<file path="src/hw/omc_pkg.sv">
/*
  Constants, types and timing for the operating-mode controller.
  Assumes a single 100 MHz system clock; serial link pins are asynchronous.
*/
package omc_pkg;

  // =========================================================================
  // Clock and timing
  localparam int unsigned CLK_HZ = 100_000_000;
  localparam int unsigned CYC_PER_US = CLK_HZ / 1_000_000;
  localparam int unsigned RD_SHORT_US = 10;
  localparam int unsigned RD_LONG_US = 100;
  localparam int unsigned LONG_WIN_MS = 200;
  localparam int unsigned RD_SHORT_CYCLES = RD_SHORT_US * CYC_PER_US;
  localparam int unsigned RD_LONG_CYCLES = RD_LONG_US * CYC_PER_US;
  localparam int unsigned LONG_WIN_CYCLES = LONG_WIN_MS * 1000 * CYC_PER_US;

  // =========================================================================
  // Serial frame layout
  localparam int unsigned WORD_BITS = 16;
  localparam int unsigned LONG_BITS = 32;
  localparam logic [6:0] MODE_CTRL_ADDR = 7'h01;
  localparam logic [6:0] WD_CTRL_ADDR = 7'h03;
  localparam int unsigned MODE_FIELD_LSB = 6;
  localparam int unsigned AUX_EN_BIT = 5;

  // =========================================================================
  // Pin vector positions
  localparam int unsigned PIN_COUNT = 8;
  localparam int unsigned PIN_UV = 0;
  localparam int unsigned PIN_CAN_WAKE = 1;
  localparam int unsigned PIN_HV_WAKE = 2;
  localparam int unsigned PIN_HV_SENSE = 3;
  localparam int unsigned PIN_GPIO_WAKE = 4;
  localparam int unsigned PIN_OVERTEMP = 5;
  localparam int unsigned PIN_DEV_SEL = 6;
  localparam int unsigned PIN_CFG_SEL = 7;

  // =========================================================================
  // Types
  typedef enum logic [2:0] {
    OMC_INIT = 3'h0,
    OMC_NORMAL = 3'h1,
    OMC_STOP = 3'h3,
    OMC_SLEEP = 3'h2,
    OMC_RESTART = 3'h6,
    OMC_FAIL_SAFE = 3'h7
  } omc_state_type;

  typedef enum logic [1:0] {
    OMC_MODE_NORMAL = 2'h0,
    OMC_MODE_SLEEP = 2'h1,
    OMC_MODE_STOP = 2'h2,
    OMC_MODE_SOFT_RESET = 2'h3
  } omc_mode_type;

  typedef struct packed {
    logic write;
    logic [6:0] addr;
    logic [7:0] data;
  } omc_cmd_type;

endpackage

</file>
<file path="src/hw/omc_mode_ctrl.sv">
/*
  Operating-mode controller: mode sequencing, regulator enables, host reset,
  watchdog long window and development mode.
  Assumes pin inputs are asynchronous and the host talks over the serial link.
*/
`timescale 1ns/100ps
module omc_mode_ctrl #(
  parameter int unsigned RD_SHORT_CYCLES = omc_pkg::RD_SHORT_CYCLES,
  parameter int unsigned RD_LONG_CYCLES = omc_pkg::RD_LONG_CYCLES,
  parameter int unsigned LONG_WIN_CYCLES = omc_pkg::LONG_WIN_CYCLES
) (
  // Clock and reset
  input wire logic clk,
  input wire logic sys_rst,
  // Serial link
  input wire logic spi_sclk,
  input wire logic spi_csn,
  input wire logic spi_mosi,
  output logic spi_miso,
  // Supervision, wake and strap pins
  input wire logic main_reg_undervolt,
  input wire logic can_wake,
  input wire logic hv_wake_input,
  input wire logic hv_sense_input,
  input wire logic gpio_wake,
  input wire logic overtemp,
  input wire logic dev_select,
  input wire logic cfg_restart_sel,
  // Supplies and host reset
  output logic main_regulator_output,
  output logic aux_regulator_output,
  output logic reset_output_n,
  // Status toward the rest of the chip
  output logic can_force_normal,
  output logic fail_safe_active,
  output omc_pkg::omc_state_type mode_state
);

  // ===========================================================================
  // Pin synchronisers
  logic [omc_pkg::PIN_COUNT-1:0] pin_raw, pin_m_q, pin_s_q;
  assign pin_raw = {cfg_restart_sel, dev_select, overtemp, gpio_wake,
                    hv_sense_input, hv_wake_input, can_wake, main_reg_undervolt};

  genvar gi;
  generate
    for (gi = 0; gi < omc_pkg::PIN_COUNT; gi++) begin : g_sync
      // Two flops per pin
      always_ff @(posedge clk or posedge sys_rst) begin
        if (sys_rst) begin
          pin_m_q[gi] <= 1'b0;
          pin_s_q[gi] <= 1'b0;
        end else begin
          pin_m_q[gi] <= pin_raw[gi];
          pin_s_q[gi] <= pin_m_q[gi];
        end
      end
    end
  endgenerate

  // ===========================================================================
  // Serial receiver
  omc_pkg::omc_cmd_type cmd;
  logic cmd_valid;
  logic [15:0] status_word;
  omc_pkg::omc_state_type state_q, state_d;
  omc_pkg::omc_mode_type mode_field_q;
  logic dev_q, cfg_q, aux_en_q, wd_fail_flag_q, rd_long_q, ot_prev_q;
  logic [31:0] wd_cnt_q, dly_cnt_q;

  omc_spi_rx u_spi (
    .clk(clk),
    .sys_rst(sys_rst),
    .spi_sclk(spi_sclk),
    .spi_csn(spi_csn),
    .spi_mosi(spi_mosi),
    .spi_miso(spi_miso),
    .status_word(status_word),
    .cmd(cmd),
    .cmd_valid(cmd_valid)
  );

  // Diagnosis word read back on every frame
  assign status_word = {state_q, mode_field_q, dev_q, cfg_q, wd_fail_flag_q,
                        aux_en_q, 7'h00};

  // ===========================================================================
  // Decoded events
  wire uv = pin_s_q[omc_pkg::PIN_UV];
  wire ot = pin_s_q[omc_pkg::PIN_OVERTEMP];
  wire wake_any = pin_s_q[omc_pkg::PIN_CAN_WAKE] | pin_s_q[omc_pkg::PIN_HV_WAKE]
                | pin_s_q[omc_pkg::PIN_HV_SENSE] | pin_s_q[omc_pkg::PIN_GPIO_WAKE];
  wire ot_cleared = ot_prev_q & ~ot;
  wire mode_wr = cmd_valid & cmd.write & (cmd.addr == omc_pkg::MODE_CTRL_ADDR);
  wire wd_trig = cmd_valid & cmd.write & (cmd.addr == omc_pkg::WD_CTRL_ADDR);
  wire [1:0] mode_req = cmd.data[omc_pkg::MODE_FIELD_LSB +: 2];
  wire soft_rst = mode_wr & (mode_req == omc_pkg::OMC_MODE_SOFT_RESET);
  wire wd_run = ~dev_q & ((state_q == omc_pkg::OMC_INIT)
              | (state_q == omc_pkg::OMC_NORMAL));
  wire wd_fail = wd_run & ~wd_trig & (wd_cnt_q == LONG_WIN_CYCLES - 1);
  wire rd_target_hit = rd_long_q ? (dly_cnt_q >= RD_LONG_CYCLES - 1)
                                 : (dly_cnt_q >= RD_SHORT_CYCLES - 1);
  wire supply_fail = uv & ((state_q == omc_pkg::OMC_INIT) | (state_q == omc_pkg::OMC_NORMAL)
                   | (state_q == omc_pkg::OMC_STOP));
  wire fail_to_fs = wd_fail & ~cfg_q;

  // ===========================================================================
  // Next mode
  always_comb begin
    state_d = state_q;
    case (state_q)
      omc_pkg::OMC_INIT: begin
        // Wake pins are not looked at here
        if (fail_to_fs)
          state_d = omc_pkg::OMC_FAIL_SAFE;
        else if (wd_fail || supply_fail)
          state_d = omc_pkg::OMC_RESTART;
        else if (soft_rst)
          state_d = omc_pkg::OMC_INIT;
        else if (cmd_valid)
          state_d = omc_pkg::OMC_NORMAL;
      end
      omc_pkg::OMC_NORMAL, omc_pkg::OMC_STOP: begin
        if (fail_to_fs)
          state_d = omc_pkg::OMC_FAIL_SAFE;
        else if (wd_fail || supply_fail)
          state_d = omc_pkg::OMC_RESTART;
        else if (mode_wr) begin
          case (mode_req)
            omc_pkg::OMC_MODE_NORMAL: state_d = omc_pkg::OMC_NORMAL;
            omc_pkg::OMC_MODE_SLEEP: state_d = omc_pkg::OMC_SLEEP;
            omc_pkg::OMC_MODE_STOP: state_d = omc_pkg::OMC_STOP;
            default: state_d = omc_pkg::OMC_INIT;
          endcase
        end
      end
      omc_pkg::OMC_SLEEP: begin
        if (wake_any)
          state_d = omc_pkg::OMC_RESTART;
      end
      omc_pkg::OMC_RESTART: begin
        if (!uv && rd_target_hit)
          state_d = omc_pkg::OMC_NORMAL;
      end
      omc_pkg::OMC_FAIL_SAFE: begin
        if (wake_any || ot_cleared)
          state_d = omc_pkg::OMC_RESTART;
      end
      default: state_d = omc_pkg::OMC_INIT;
    endcase
  end

  // ===========================================================================
  // Mode register and registered outputs
  always_ff @(posedge clk or posedge sys_rst) begin
    if (sys_rst) begin
      state_q <= omc_pkg::OMC_INIT;
      main_regulator_output <= 1'b1;
      reset_output_n <= 1'b1;
      fail_safe_active <= 1'b0;
    end else begin
      state_q <= state_d;
      main_regulator_output <= (state_d != omc_pkg::OMC_SLEEP)
                            && (state_d != omc_pkg::OMC_FAIL_SAFE);
      reset_output_n <= (state_d != omc_pkg::OMC_RESTART);
      fail_safe_active <= (state_d == omc_pkg::OMC_FAIL_SAFE);
    end
  end

  assign mode_state = state_q;
  assign aux_regulator_output = aux_en_q | dev_q;
  assign can_force_normal = dev_q;

  // ===========================================================================
  // Host-written mode and aux fields; mode field cleared while in Restart
  always_ff @(posedge clk or posedge sys_rst) begin
    if (sys_rst) begin
      mode_field_q <= omc_pkg::OMC_MODE_NORMAL;
      aux_en_q <= 1'b0;
    end else if (state_q == omc_pkg::OMC_RESTART) begin
      mode_field_q <= omc_pkg::OMC_MODE_NORMAL;
    end else if (mode_wr) begin
      mode_field_q <= omc_pkg::omc_mode_type'(mode_req);
      aux_en_q <= cmd.data[omc_pkg::AUX_EN_BIT];
    end
  end

  // ===========================================================================
  // Straps: development select in Init, config in Init and while host held in reset
  always_ff @(posedge clk or posedge sys_rst) begin
    if (sys_rst) begin
      dev_q <= 1'b0;
      cfg_q <= 1'b0;
    end else begin
      if (state_q == omc_pkg::OMC_INIT)
        dev_q <= pin_s_q[omc_pkg::PIN_DEV_SEL];
      if (state_q == omc_pkg::OMC_INIT || !reset_output_n)
        cfg_q <= pin_s_q[omc_pkg::PIN_CFG_SEL];
    end
  end

  // ===========================================================================
  // Watchdog long window and restart delay
  always_ff @(posedge clk or posedge sys_rst) begin
    if (sys_rst) begin
      wd_cnt_q <= 32'h0;
      wd_fail_flag_q <= 1'b0;
      dly_cnt_q <= 32'h0;
      rd_long_q <= 1'b0;
      ot_prev_q <= 1'b0;
    end else begin
      ot_prev_q <= ot;
      wd_cnt_q <= (wd_run && !wd_trig && !wd_fail) ? wd_cnt_q + 32'h1 : 32'h0;
      if (wd_fail)
        wd_fail_flag_q <= 1'b1;
      else if (state_q == omc_pkg::OMC_NORMAL && wd_trig)
        wd_fail_flag_q <= 1'b0;
      if (state_q != omc_pkg::OMC_RESTART) begin
        dly_cnt_q <= 32'h0;
        rd_long_q <= (state_q != omc_pkg::OMC_SLEEP);
      end else if (!uv && !rd_target_hit) begin
        dly_cnt_q <= dly_cnt_q + 32'h1;
      end
    end
  end
endmodule

</file>
<file path="src/hw/omc_spi_rx.sv">
/*
  Serial slave for the mode controller: 16- or 32-bit frames, mode 0.
  Assumes clk is far faster than the link clock; all link pins are asynchronous.
*/
`timescale 1ns/100ps
module omc_spi_rx (
  // Clock and reset
  input wire logic clk,
  input wire logic sys_rst,
  // Link pins
  input wire logic spi_sclk,
  input wire logic spi_csn,
  input wire logic spi_mosi,
  output logic spi_miso,
  // Status word shifted out, command taken in
  input wire logic [15:0] status_word,
  output omc_pkg::omc_cmd_type cmd,
  output logic cmd_valid
);

  // ===========================================================================
  // Synchronisers and edge detection
  logic [2:0] sclk_q, csn_q, mosi_q;
  logic [15:0] rx_q;
  logic [15:0] tx_q;
  logic [5:0] cnt_q;

  // Two stages, then a third for edges
  always_ff @(posedge clk or posedge sys_rst) begin
    if (sys_rst) begin
      sclk_q <= 3'h0;
      csn_q <= 3'h7;
      mosi_q <= 3'h0;
    end else begin
      sclk_q <= {sclk_q[1:0], spi_sclk};
      csn_q <= {csn_q[1:0], spi_csn};
      mosi_q <= {mosi_q[1:0], spi_mosi};
    end
  end

  wire sclk_rise = sclk_q[1] & ~sclk_q[2];
  wire sclk_fall = ~sclk_q[1] & sclk_q[2];
  wire cs_fall = ~csn_q[1] & csn_q[2];
  wire cs_rise = csn_q[1] & ~csn_q[2];
  wire selected = ~csn_q[1];
  wire frame_ok = (cnt_q == 6'(omc_pkg::WORD_BITS)) | (cnt_q == 6'(omc_pkg::LONG_BITS));

  // ===========================================================================
  // Receive shift and bit count
  always_ff @(posedge clk or posedge sys_rst) begin
    if (sys_rst) begin
      rx_q <= 16'h0;
      cnt_q <= 6'h0;
    end else if (cs_fall) begin
      cnt_q <= 6'h0;
    end else if (selected && sclk_rise) begin
      rx_q <= {rx_q[14:0], mosi_q[1]};
      cnt_q <= (cnt_q == 6'h3f) ? cnt_q : cnt_q + 6'h1;
    end
  end

  // Frame end: only exact 16 or 32 bit frames count
  always_ff @(posedge clk or posedge sys_rst) begin
    if (sys_rst) begin
      cmd <= '0;
      cmd_valid <= 1'b0;
    end else begin
      cmd_valid <= cs_rise & frame_ok;
      if (cs_rise && frame_ok)
        cmd <= omc_pkg::omc_cmd_type'(rx_q);
    end
  end

  // ===========================================================================
  // Transmit status, changed on falling link edges
  always_ff @(posedge clk or posedge sys_rst) begin
    if (sys_rst) begin
      tx_q <= 16'h0;
      spi_miso <= 1'b0;
    end else if (cs_fall) begin
      tx_q <= {status_word[14:0], 1'b0};
      spi_miso <= status_word[15];
    end else if (selected && sclk_fall) begin
      tx_q <= {tx_q[14:0], 1'b0};
      spi_miso <= tx_q[15];
    end
  end

endmodule

</file>
<file path="config.mk">
export PLATFORM = sky130hd
export DESIGN_NAME = omc_mode_ctrl
export DESIGN_NICKNAME = d
export VERILOG_FILES = /design/src/hw/omc_pkg.sv /design/src/hw/omc_mode_ctrl.sv /design/src/hw/omc_spi_rx.sv
export SDC_FILE = /design/constraint.sdc
export NUM_CORES = 1
export LEC_CHECK = 0
export BUFFER_PORTS_ARGS = -buffer_cell sky130_fd_sc_hd__buf_2
export CELL_PAD_IN_SITES_DETAIL_PLACEMENT = 1
export CELL_PAD_IN_SITES_GLOBAL_PLACEMENT = 2
export CORE_UTILIZATION = 30
export CTS_CLUSTER_SIZE = 12
export DETAILED_ROUTE_END_ITERATION = 7
export GPL_TIMING_DRIVEN = 0
export MAX_ROUTING_LAYER = met4
export PLACE_DENSITY = 0.58
export RECOVER_POWER = 50
export REMOVE_ABC_BUFFERS = 1
export SLEW_MARGIN = 15
export SYNTH_ARGS = -nofsm -noshare
export SYNTH_HDL_FRONTEND = slang
export SYNTH_SLANG_ARGS = --single-unit
export TNS_END_PERCENT = 20
</file>
<file path="constraint.sdc">
create_clock -name clk -period 10.5 [get_ports clk]
set_clock_uncertainty 0.1 [all_clocks]
set_input_delay 2.1 -clock clk [delete_from_list [all_inputs] [get_ports clk]]
set_output_delay 2.1 -clock clk [all_outputs]
set_load 0.1 [all_outputs]
</file>
# Yosys cells after proc, flatten, opt, wreduce, memory -nomap -nowiden
# Index checks and enable logic that the tools add are counted.
op_classes:
  add_sub_neg: 3
  n_lt_le_gt_ge: 2
  eq_ne: 21
  n_mux: 27
  bitwise: 32
  n_reduce_logical: 28
op_table:
  columns: ["operator", "count"]
  rows:
  - ["$mux 32", 3]
  - ["$add 32x1->32 const B", 2]
  - ["$eq 32x25->1 const B", 1]
  - ["$ge 32x10->1 const B", 1]
  - ["$ge 32x14->1 const B", 1]
  - ["$mux 16", 2]
  - ["$mux 3", 10]
  - ["$mux 6", 3]
  - ["$and 1x1->1", 15]
  - ["$pmux 3 s5", 1]
  - ["$eq 6x6->1 const B", 2]
  - ["$not 1->1", 10]
  - ["$reduce_bool 2->1", 5]
  - ["$eq 3x3->1 const B", 3]
  - ["$logic_and 1x1->1", 9]
  - ["$ne 3x3->1 const B", 3]
  - ["$eq 7x1->1 const B", 1]
  - ["$eq 7x2->1 const B", 1]
  - ["$or 1x1->1", 7]
  - ["$add 6x1->6 const B", 1]
  - ["$eq 3x2->1 const B", 2]
  - ["$eq 6x5->1 const B", 1]
  - ["$ne 3x2->1 const B", 2]
  - ["$pmux 2 s3", 1]
  - ["12 further kinds", 26]
word_totals:
  register_bits: 158
  input_bits: 13
  out_inout_bits: 9
  wordCells: 153

# Longest topological paths before layout
# Gate-level depths: netlist (run 1).
logic_depth:
  depth_word: 11
  depth_mapped: 9
  depth_no_buf: 8

# Cells and area by module
# Synthesis (run 1) repeated with hierarchy kept, for this count alone.
hier_totals:
  hier_cells: 577
  area_unflattened_um2: 6756.5
by_module_without_submodules:
  columns: ["module", "instances", "cells_each", "area_per_inst_um2", "seq_area_each_um2"]
  rows:
  - ["omc_mode_ctrl", 1, 388, 4199.0, 2354.8]
  - ["omc_spi_rx", 1, 189, 2557.5, 1580.3]

# Least setup slack after synthesis (run 1)
# Ideal clock, no wire load.
synth_path:
  path_kind: "register to output"
  start: "register dev_q, in the netlist can_force_normal"
  end: "output port aux_regulator_output"
  t_arrival_ps: 1517
  required_ps: 8300
  slack_ps: 6783
  stages_incl_launch_ff: 2
  n_path_buf: 0
  cell_sequence: "dfrtp_1 or2_2"
synth_between:
  elab_chain_cells: 1
synth_lines:
  columns: ["item", "line", "source"]
  rows:
  - ["from (decl)", "omc_mode_ctrl.sv:68", "logic dev_q, cfg_q, aux_en_q, wd_fail_flag_q, rd_long_q, ot_prev_q;"]
  - ["from (signal assigned)", "omc_mode_ctrl.sv:196", "dev_q <= pin_s_q[omc_pkg::PIN_DEV_SEL];"]
  - ["$or 1x1->1", "omc_mode_ctrl.sv:171", "assign aux_regulator_output = aux_en_q | dev_q;"]
  - ["to (decl)", "omc_mode_ctrl.sv:31", "output logic aux_regulator_output,"]
# No other way between the ends.

# Worst setup path in the final report (run 1)
layout_path:
  start: "register state_q[2], in the netlist mode_state[2]"
  end: "output port mode_state[2]"
layout_rtl:
  columns: ["item", "line", "source"]
  rows:
  - ["from (decl)", "omc_mode_ctrl.sv:66", "omc_pkg::omc_state_type state_q, state_d;"]
  - ["from (signal assigned)", "omc_mode_ctrl.sv:157", "state_q <= omc_pkg::OMC_INIT;"]
  - ["from (signal assigned)", "omc_mode_ctrl.sv:162", "state_q <= state_d;"]
  - ["to (decl)", "omc_mode_ctrl.sv:36", "output omc_pkg::omc_state_type mode_state"]
# No word-level cell between the ends.

==> results of run 1 <==
==> cell usage in the layout (no fill, tap or decap), types with 3 or more instances in the layout <==
| cell type | count |
|---|---|
| a21oi_1 | 17 |
| and3_1 | 26 |
| and4_1 | 3 |
| buf_2 | 21 |
| clkbuf_16 | 17 |
| clkinv_4 | 3 |
| dfrtp_1 | 140 |
| dfstp_2 | 4 |
| ha_1 | 7 |
| inv_1 | 16 |
| inv_6 | 7 |
| mux2_1 | 9 |
| mux2_2 | 10 |
| mux2i_1 | 11 |
| nand2_1 | 67 |
| nand2b_1 | 3 |
| nand3_1 | 22 |
| nand4_1 | 9 |
| nor2_1 | 52 |
| nor3_1 | 10 |
| nor4_1 | 10 |
| nor4bb_1 | 3 |
| o21ai_0 | 18 |
| o21ai_1 | 10 |
| or3_1 | 13 |
| xnor2_1 | 11 |
| xor2_1 | 25 |
==> layout make-up <==
cell class,instances,area (µm²)
tap,265,332
inverter,17,65.1
clock inverter,12,123
sequential,145,3630
fill,2134,12600
clock buffer,19,453
timing repair buffer,24,151
multi-input combinational,371,2340
==> power groups by stage <==
stage          clock network, mW  logic [mW]  registers [mW]
4_1_cts                    0.617       0.252           0.651
5_1_grt                    0.641       0.269           0.657
3_5_place_dp                   0       0.251           0.661
3_3_place_gp                   0       0.244           0.659
2_1_floorplan                  0       0.117           0.720
6_report                   0.593       0.245           0.649
==> per-stage QoR <==
step | power (mW) | hold WS (ns)
global route | 1.57 | 0.261
detailed placement | 0.912 | 0.241
global placement | 0.903 | 0.235
CTS | 1.52 | 0.255
floorplan | 0.836 | 0.231
finish | 1.49 | 0.254
==> registers in the layout, indices dropped and copies added, names as in the netlist, 2 cells and up <==
| register | flops |
|---|---|
| dly_cnt_q | 32 |
| mode_field_q | 2 |
| mode_state | 3 |
| pin_m_q | 8 |
| pin_s_q | 6 |
| u_spi.cmd | 11 |
| u_spi.cnt_q | 6 |
| u_spi.csn_q | 3 |
| u_spi.mosi_q | 2 |
| u_spi.rx_q | 16 |
| u_spi.sclk_q | 3 |
| u_spi.tx_q | 8 |
| wd_cnt_q | 32 |
==> cell families after synthesis <==
kind of cell | share of synthesized area [%]
and+or+nand+nor | 20.6
DFF | 59.4
AOI/OAI and AO/OA | 5.66
buffers and inverters | 2.49
xor gates and xnor gates | 5.15
muxes | 5.29
adders and majority gates | 1.43
==> routing by layer <==
layer  up-vias  part of all wire [%]
met4         0                   1.4
met1      2064                    50
met5         -                     0
met3        16                   2.6
li1       1964                     -
met2        31                    46
==> final timing paths <==
path	end	slack, ns	cells after the start
worst max-delay path	mode_state[2]	6.26	1
worst min-delay path	u_spi.sclk_q[1]	0.25	0
worst max register to register	aux_en_q	7.35	4
worst min register to register	u_spi.sclk_q[1]	0.25	0
max in group asynchronous	main_regulator_output	6.71	3
min in group asynchronous	u_spi.rx_q[12]	2.32	2
==> impl_metrics.toml, run 1 <==
[run_status]
status = "finished, violations left"
violations = "max-capacitance violations, max-slew violations"

[cts]
cts_resized = 0
htree_levels = 4
cts_hold_buf = 0
cts_setup_buffers = 0
cts_made_buffers = 17
clk_latency_ns = 0.42
cts_root_buffer = "clkbuf_16"
cts_max_path_buffers = 2
cts_tree = "yes"
clock-sinks = 145
clk_pin_slew_ns = 0.06

[drt]
vias_per_cell = 4.78
drtPass1Iterations = 4
wire_per_inst_um = 15.2
route.vias.total = 4075
first_iter_violations = 227
drt_wl_total_um = 13000
drtAntennaViolNets = 0
drc = 0

[placement]
port_buffers = 21
placed_cells = 822
gp_congestion = 0.707
pre_cts_ws_ns = 6.69
place_hpwl_um = 8560
postPlaceCellArea_mm2 = 0.00654

[timing]
hold_viol_final = 0
final.setup.tns_ns = 0
slew_headroom_pct = -78.3
setup_violations = 0
rsz0062_at_grt = "no"
finalWorstSetupSlack_ns = 6.26
fmax_mhz = 236
finalMaxSlewViolations = 57
fin_crit_sh_pct = 40.4
period_minus_slack_ns = 4.24
worst_pin_slew_ns = 2.66

[pwr]
leakage_nw = 3.17
p_sw_share_pct = 32.8
p_switching_mw = 0.488
ir_drop_mv = 0.115
power_frac_seq_pct = 43.6
intPower_mw = 0.999
cellPowerDensity_mw_per_mm2 = 210
clock_power_share_pct = 39.9
p_comb_share_pct = 16.5

[grt]
grt_usage_pct = 14.6
use_met1_pct = 19.2
grt_util_met3_pct = 3.62
antenna_found_initial = 0
grt_max_degree = 90
grt-busiest-layer = "met2"
overflow = 0
grt_pass1_vias = 4391
use_met2_pct = 21.9
grt_pass1_wl_um = 22700

[finish]
syn2layout_area_growth_pct = 15.9
nNetsFinal = 596
diodes = 0
post-route-util_pct = 36.0
fin_cells = 853
drive_above_1_share_pct = 13.6
stdcell_area_mm2 = 0.00710

[logic_synthesis]
ys_warn_count = 0
synth-seq-cells = 145
synth_cells = 556
synth-edff-count = 0
synth_flop_cell = "dfrtp_1"
synth.distinct_cells = 55
synth_area_mm2 = 0.00612
synth_top_area_share_pct = 57.2
synth_top_cell_by_area = "dfrtp_1"
postSynth.asyncResetShare_pct = 100
ys_seq_area_share_pct = 59.4
synthTopCellsByArea = "dfrtp_1 (57%), nand2_1 (4.1%), xor2_1 (3.6%), nor2_1 (3.2%), and3_1 (2.7%)"
synth_common_cells = "dfrtp_1 (140), nand2_1 (67), nor2_1 (52), and3_1 (26), xor2_1 (25)"
syn_area_per_cell_um2 = 11.0
yosysMostFrequentCell = "dfrtp_1"

[critical_path]
crit_path_start_kind = "flip-flop"
cp_slowest_stage_delay_ns = 1.04
critPathSlowestCell = "dfrtp_1"
crit_chain = "buf_2"
path_delay_family = "flip-flops"
timing.rr.start = "mode_state[1]"
cp_data_arrival_time_ns = 2.04
cp_num_buf_inv = 1
crit_fanout = 36
cp-end-kind = "primary output"
criticalPathCategory = "reg -> out"
critPathRequiredTime_ns = 8.30
startpoint = "mode_state[2]"

[floorplanning]
dieWidth_um = 145
dieArea_mm2 = 0.0210
core_mm2 = 0.0197
die_y_um = 145
io-pin-count = 22
rows = 51
start_util_pct = 31.0

[hold_path]
hold_start = "u_spi.sclk_q[0]"
hold_path.class = "reg -> reg"

[run]
drv_cap = 1
(Power assumes the default switching activity.)
==> run 2: changes to the inputs <==
Settings changed: ABC_AREA set to 1, PLACE_DENSITY 0.58 to 0.65.
Clock period 10.5 ns to 3.76 ns, I/O delays scaled along.
==> impl_metrics.toml, run 2 <==
[pwr]
ir_drop_mv = 0.266
cellPowerDensity_mw_per_mm2 = 579
leakage_nw = 3.51

[cts]
clk_latency_ns = 0.43
cts_setup_buffers = 0
cts_resized = 0
cts_tree = "yes"
cts_root_buffer = "clkbuf_16"
clock-sinks = 145
htree_levels = 4
cts_max_path_buffers = 2
clk_pin_slew_ns = 0.07
cts_made_buffers = 17
cts_hold_buf = 0

[logic_synthesis]
synth-edff-count = 0
synth.distinct_cells = 38
synth_flop_cell = "dfrtp_1"
synth_top_cell_by_area = "dfrtp_1"
synth_common_cells = "nand2_1 (157), dfrtp_1 (140), nor2_1 (124), inv_1 (112), o21ai_0 (48)"
synth_area_mm2 = 0.00664
synth-seq-cells = 145
postSynth.asyncResetShare_pct = 100
synth_top_area_share_pct = 52.8
ys_warn_count = 0
ys_seq_area_share_pct = 54.7
syn_area_per_cell_um2 = 8.37
synth_cells = 793
yosysMostFrequentCell = "nand2_1"
synthTopCellsByArea = "dfrtp_1 (53%), nand2_1 (8.9%), nor2_1 (7.0%), inv_1 (6.3%), o21ai_0 (3.6%)"

[drt]
route.vias.total = 5143
wire_per_inst_um = 14.0
first_iter_violations = 161
drtPass1Iterations = 4
drc = 0
drtAntennaViolNets = 0
vias_per_cell = 4.63
drt_wl_total_um = 15600

[grt]
grt_max_degree = 80
grt_pass1_wl_um = 26400
antenna_found_initial = 0
grt_pass1_vias = 5419
grt_usage_pct = 15.5
overflow = 0

[finish]
layout_common_cells = "nand2_1 (157), dfrtp_1 (140), nor2_1 (124)"
final_common_cell = "nand2_1"
diodes = 0
nNetsFinal = 839
drive_above_1_share_pct = 10.6
largest_registers = "dly_cnt_q (32), wd_cnt_q (32), u_spi.rx_q (16)"
fin_cells = 1112
syn2layout_area_growth_pct = 15.3
nFillCells = 2631

[timing]
fmax_mhz = 308
worst_pin_slew_ns = 2.56
slew_headroom_pct = -70.7
rsz0062_at_grt = "no"
hold_viol_final = 0
finalMaxSlewViolations = 68
fin_crit_sh_pct = 86.4
period_minus_slack_ns = 3.25
hold-worst-slack_ns = 0.251
setup_violations = 0

[placement]
place_hpwl_um = 11200
port_buffers = 21
placed_cells = 1080
gp_congestion = 0.811

[floorplanning]
io-pin-count = 22
die_y_um = 151
rows = 54
dieWidth_um = 151
dieArea_mm2 = 0.0227
core_mm2 = 0.0218
start_util_pct = 30.5

[critical_path]
cp_slowest_stage_delay_ns = 0.96
cp-end-kind = "flip-flop"
path_delay_family = "simple AND/OR/NAND/NOR gates"
critPathRequiredTime_ns = 4.00
crit_path_start_kind = "flip-flop"
crit_chain = "inv_1 -> nor2_1 -> inv_1 -> nor2_1 -> clkinv_1 -> nor2_1 -> nand2_1 -> o21ai_0"
critPathSlowestCell = "clkinv_1"
crit_fanout = 27
critPathMostFrequentCell = "nor2_1"
cp_num_buf_inv = 3
criticalPathCategory = "reg -> reg"
cp_data_arrival_time_ns = 3.49

[run_status]
violations = "max-capacitance violations, max-slew violations"
status = "finished, violations left"

[hold_path]
hold_path.class = "reg -> reg"

[run]
drv_cap = 1
==> run 2: kinds of logic (layout without fill, tap and decap cells) <==
| logic type | after synthesis | count (layout) | synth area share, % |
|---|---|---|---|
| AOI/OAI and AO/OA | 98 | 98 | 7.97 |
| xor gates and xnor gates | 12 | 12 | 1.58 |
| adders and majority gates | 7 | 7 | 1.32 |
| buffers and inverters | 136 | 175 | 7.89 |
| DFF | 145 | 145 | 54.7 |
| and+or+nand+nor | 395 | 395 | 26.5 |
==> run 2: worst paths after layout <==
check / start / end / slack (ns) / depth (start not counted)
min: pin_m_q[4] / pin_s_q[4] / 0.25 / 0
max: mode_state[1] / dly_cnt_q[11] / 0.51 / 8
min in group asynchronous: sys_rst / wd_cnt_q[28] / 1.11 / 2
min reg2reg: pin_m_q[4] / pin_s_q[4] / 0.25 / 0
max in group asynchronous: sys_rst / dly_cnt_q[11] / 0.73 / 3
max reg2reg: mode_state[1] / dly_cnt_q[11] / 0.51 / 8
==> run 2: routing by layer <==
| layer | vias up | global-route usage, % | wire (µm) |
|---|---|---|---|
| li1 | 2576 | - | - |
| met1 | 2511 | 18.6 | 7190 |
| met2 | 38 | 25.6 | 7840 |
| met3 | 18 | 3.07 | 333 |
| met4 | 0 | 6.05 | 256 |
| met5 | - | - | 0 |
==> run 2: power breakdown <==
part	switching [mW]	internal [mW]	leakage, nW	total (mW)
logic	0.703	0.191	1.32	0.893
clock network	0.734	1.02	0.288	1.75
registers	0.102	1.69	1.90	1.79
==> run 2: worst reg2reg max path, stage by stage, from the launching register on <==
cell and delay (ns):
dfrtp_1 0.54, inv_1 0.13, nor2_1 0.19, inv_1 0.08, nor2_1 0.72, clkinv_1 0.96
nor2_1 0.31, nand2_1 0.08, o21ai_0 0.08
==> run 2: area by class of cell <==
cell class / instances / area, µm² / share of cell area (%)
multi-input combinational: 512 / 2490 / 32.5
sequential: 145 / 3630 / 47.5
clock inverter: 14 / 166 / 2.17
inverter: 120 / 450 / 5.88
clock buffer: 18 / 439 / 5.73
timing repair buffer: 23 / 131 / 1.72
tap: 280 / 350 / 4.57
==> run 2: through the flow <==
step	setup TNS, ns	util, %	setup WS, ns	cell area [µm²]	total power [mW]
after global routing	0	35.2	0.123	7660	4.67
final	0	35.2	0.511	7660	4.43
after CTS	0	35.3	0.357	7680	4.53
after floorplan	-136.97	-	-0.978	6570	2.47
after detailed placement	0	32.5	0.379	7080	2.74
after global placement	-400.45	32.3	-2.83	7020	2.70
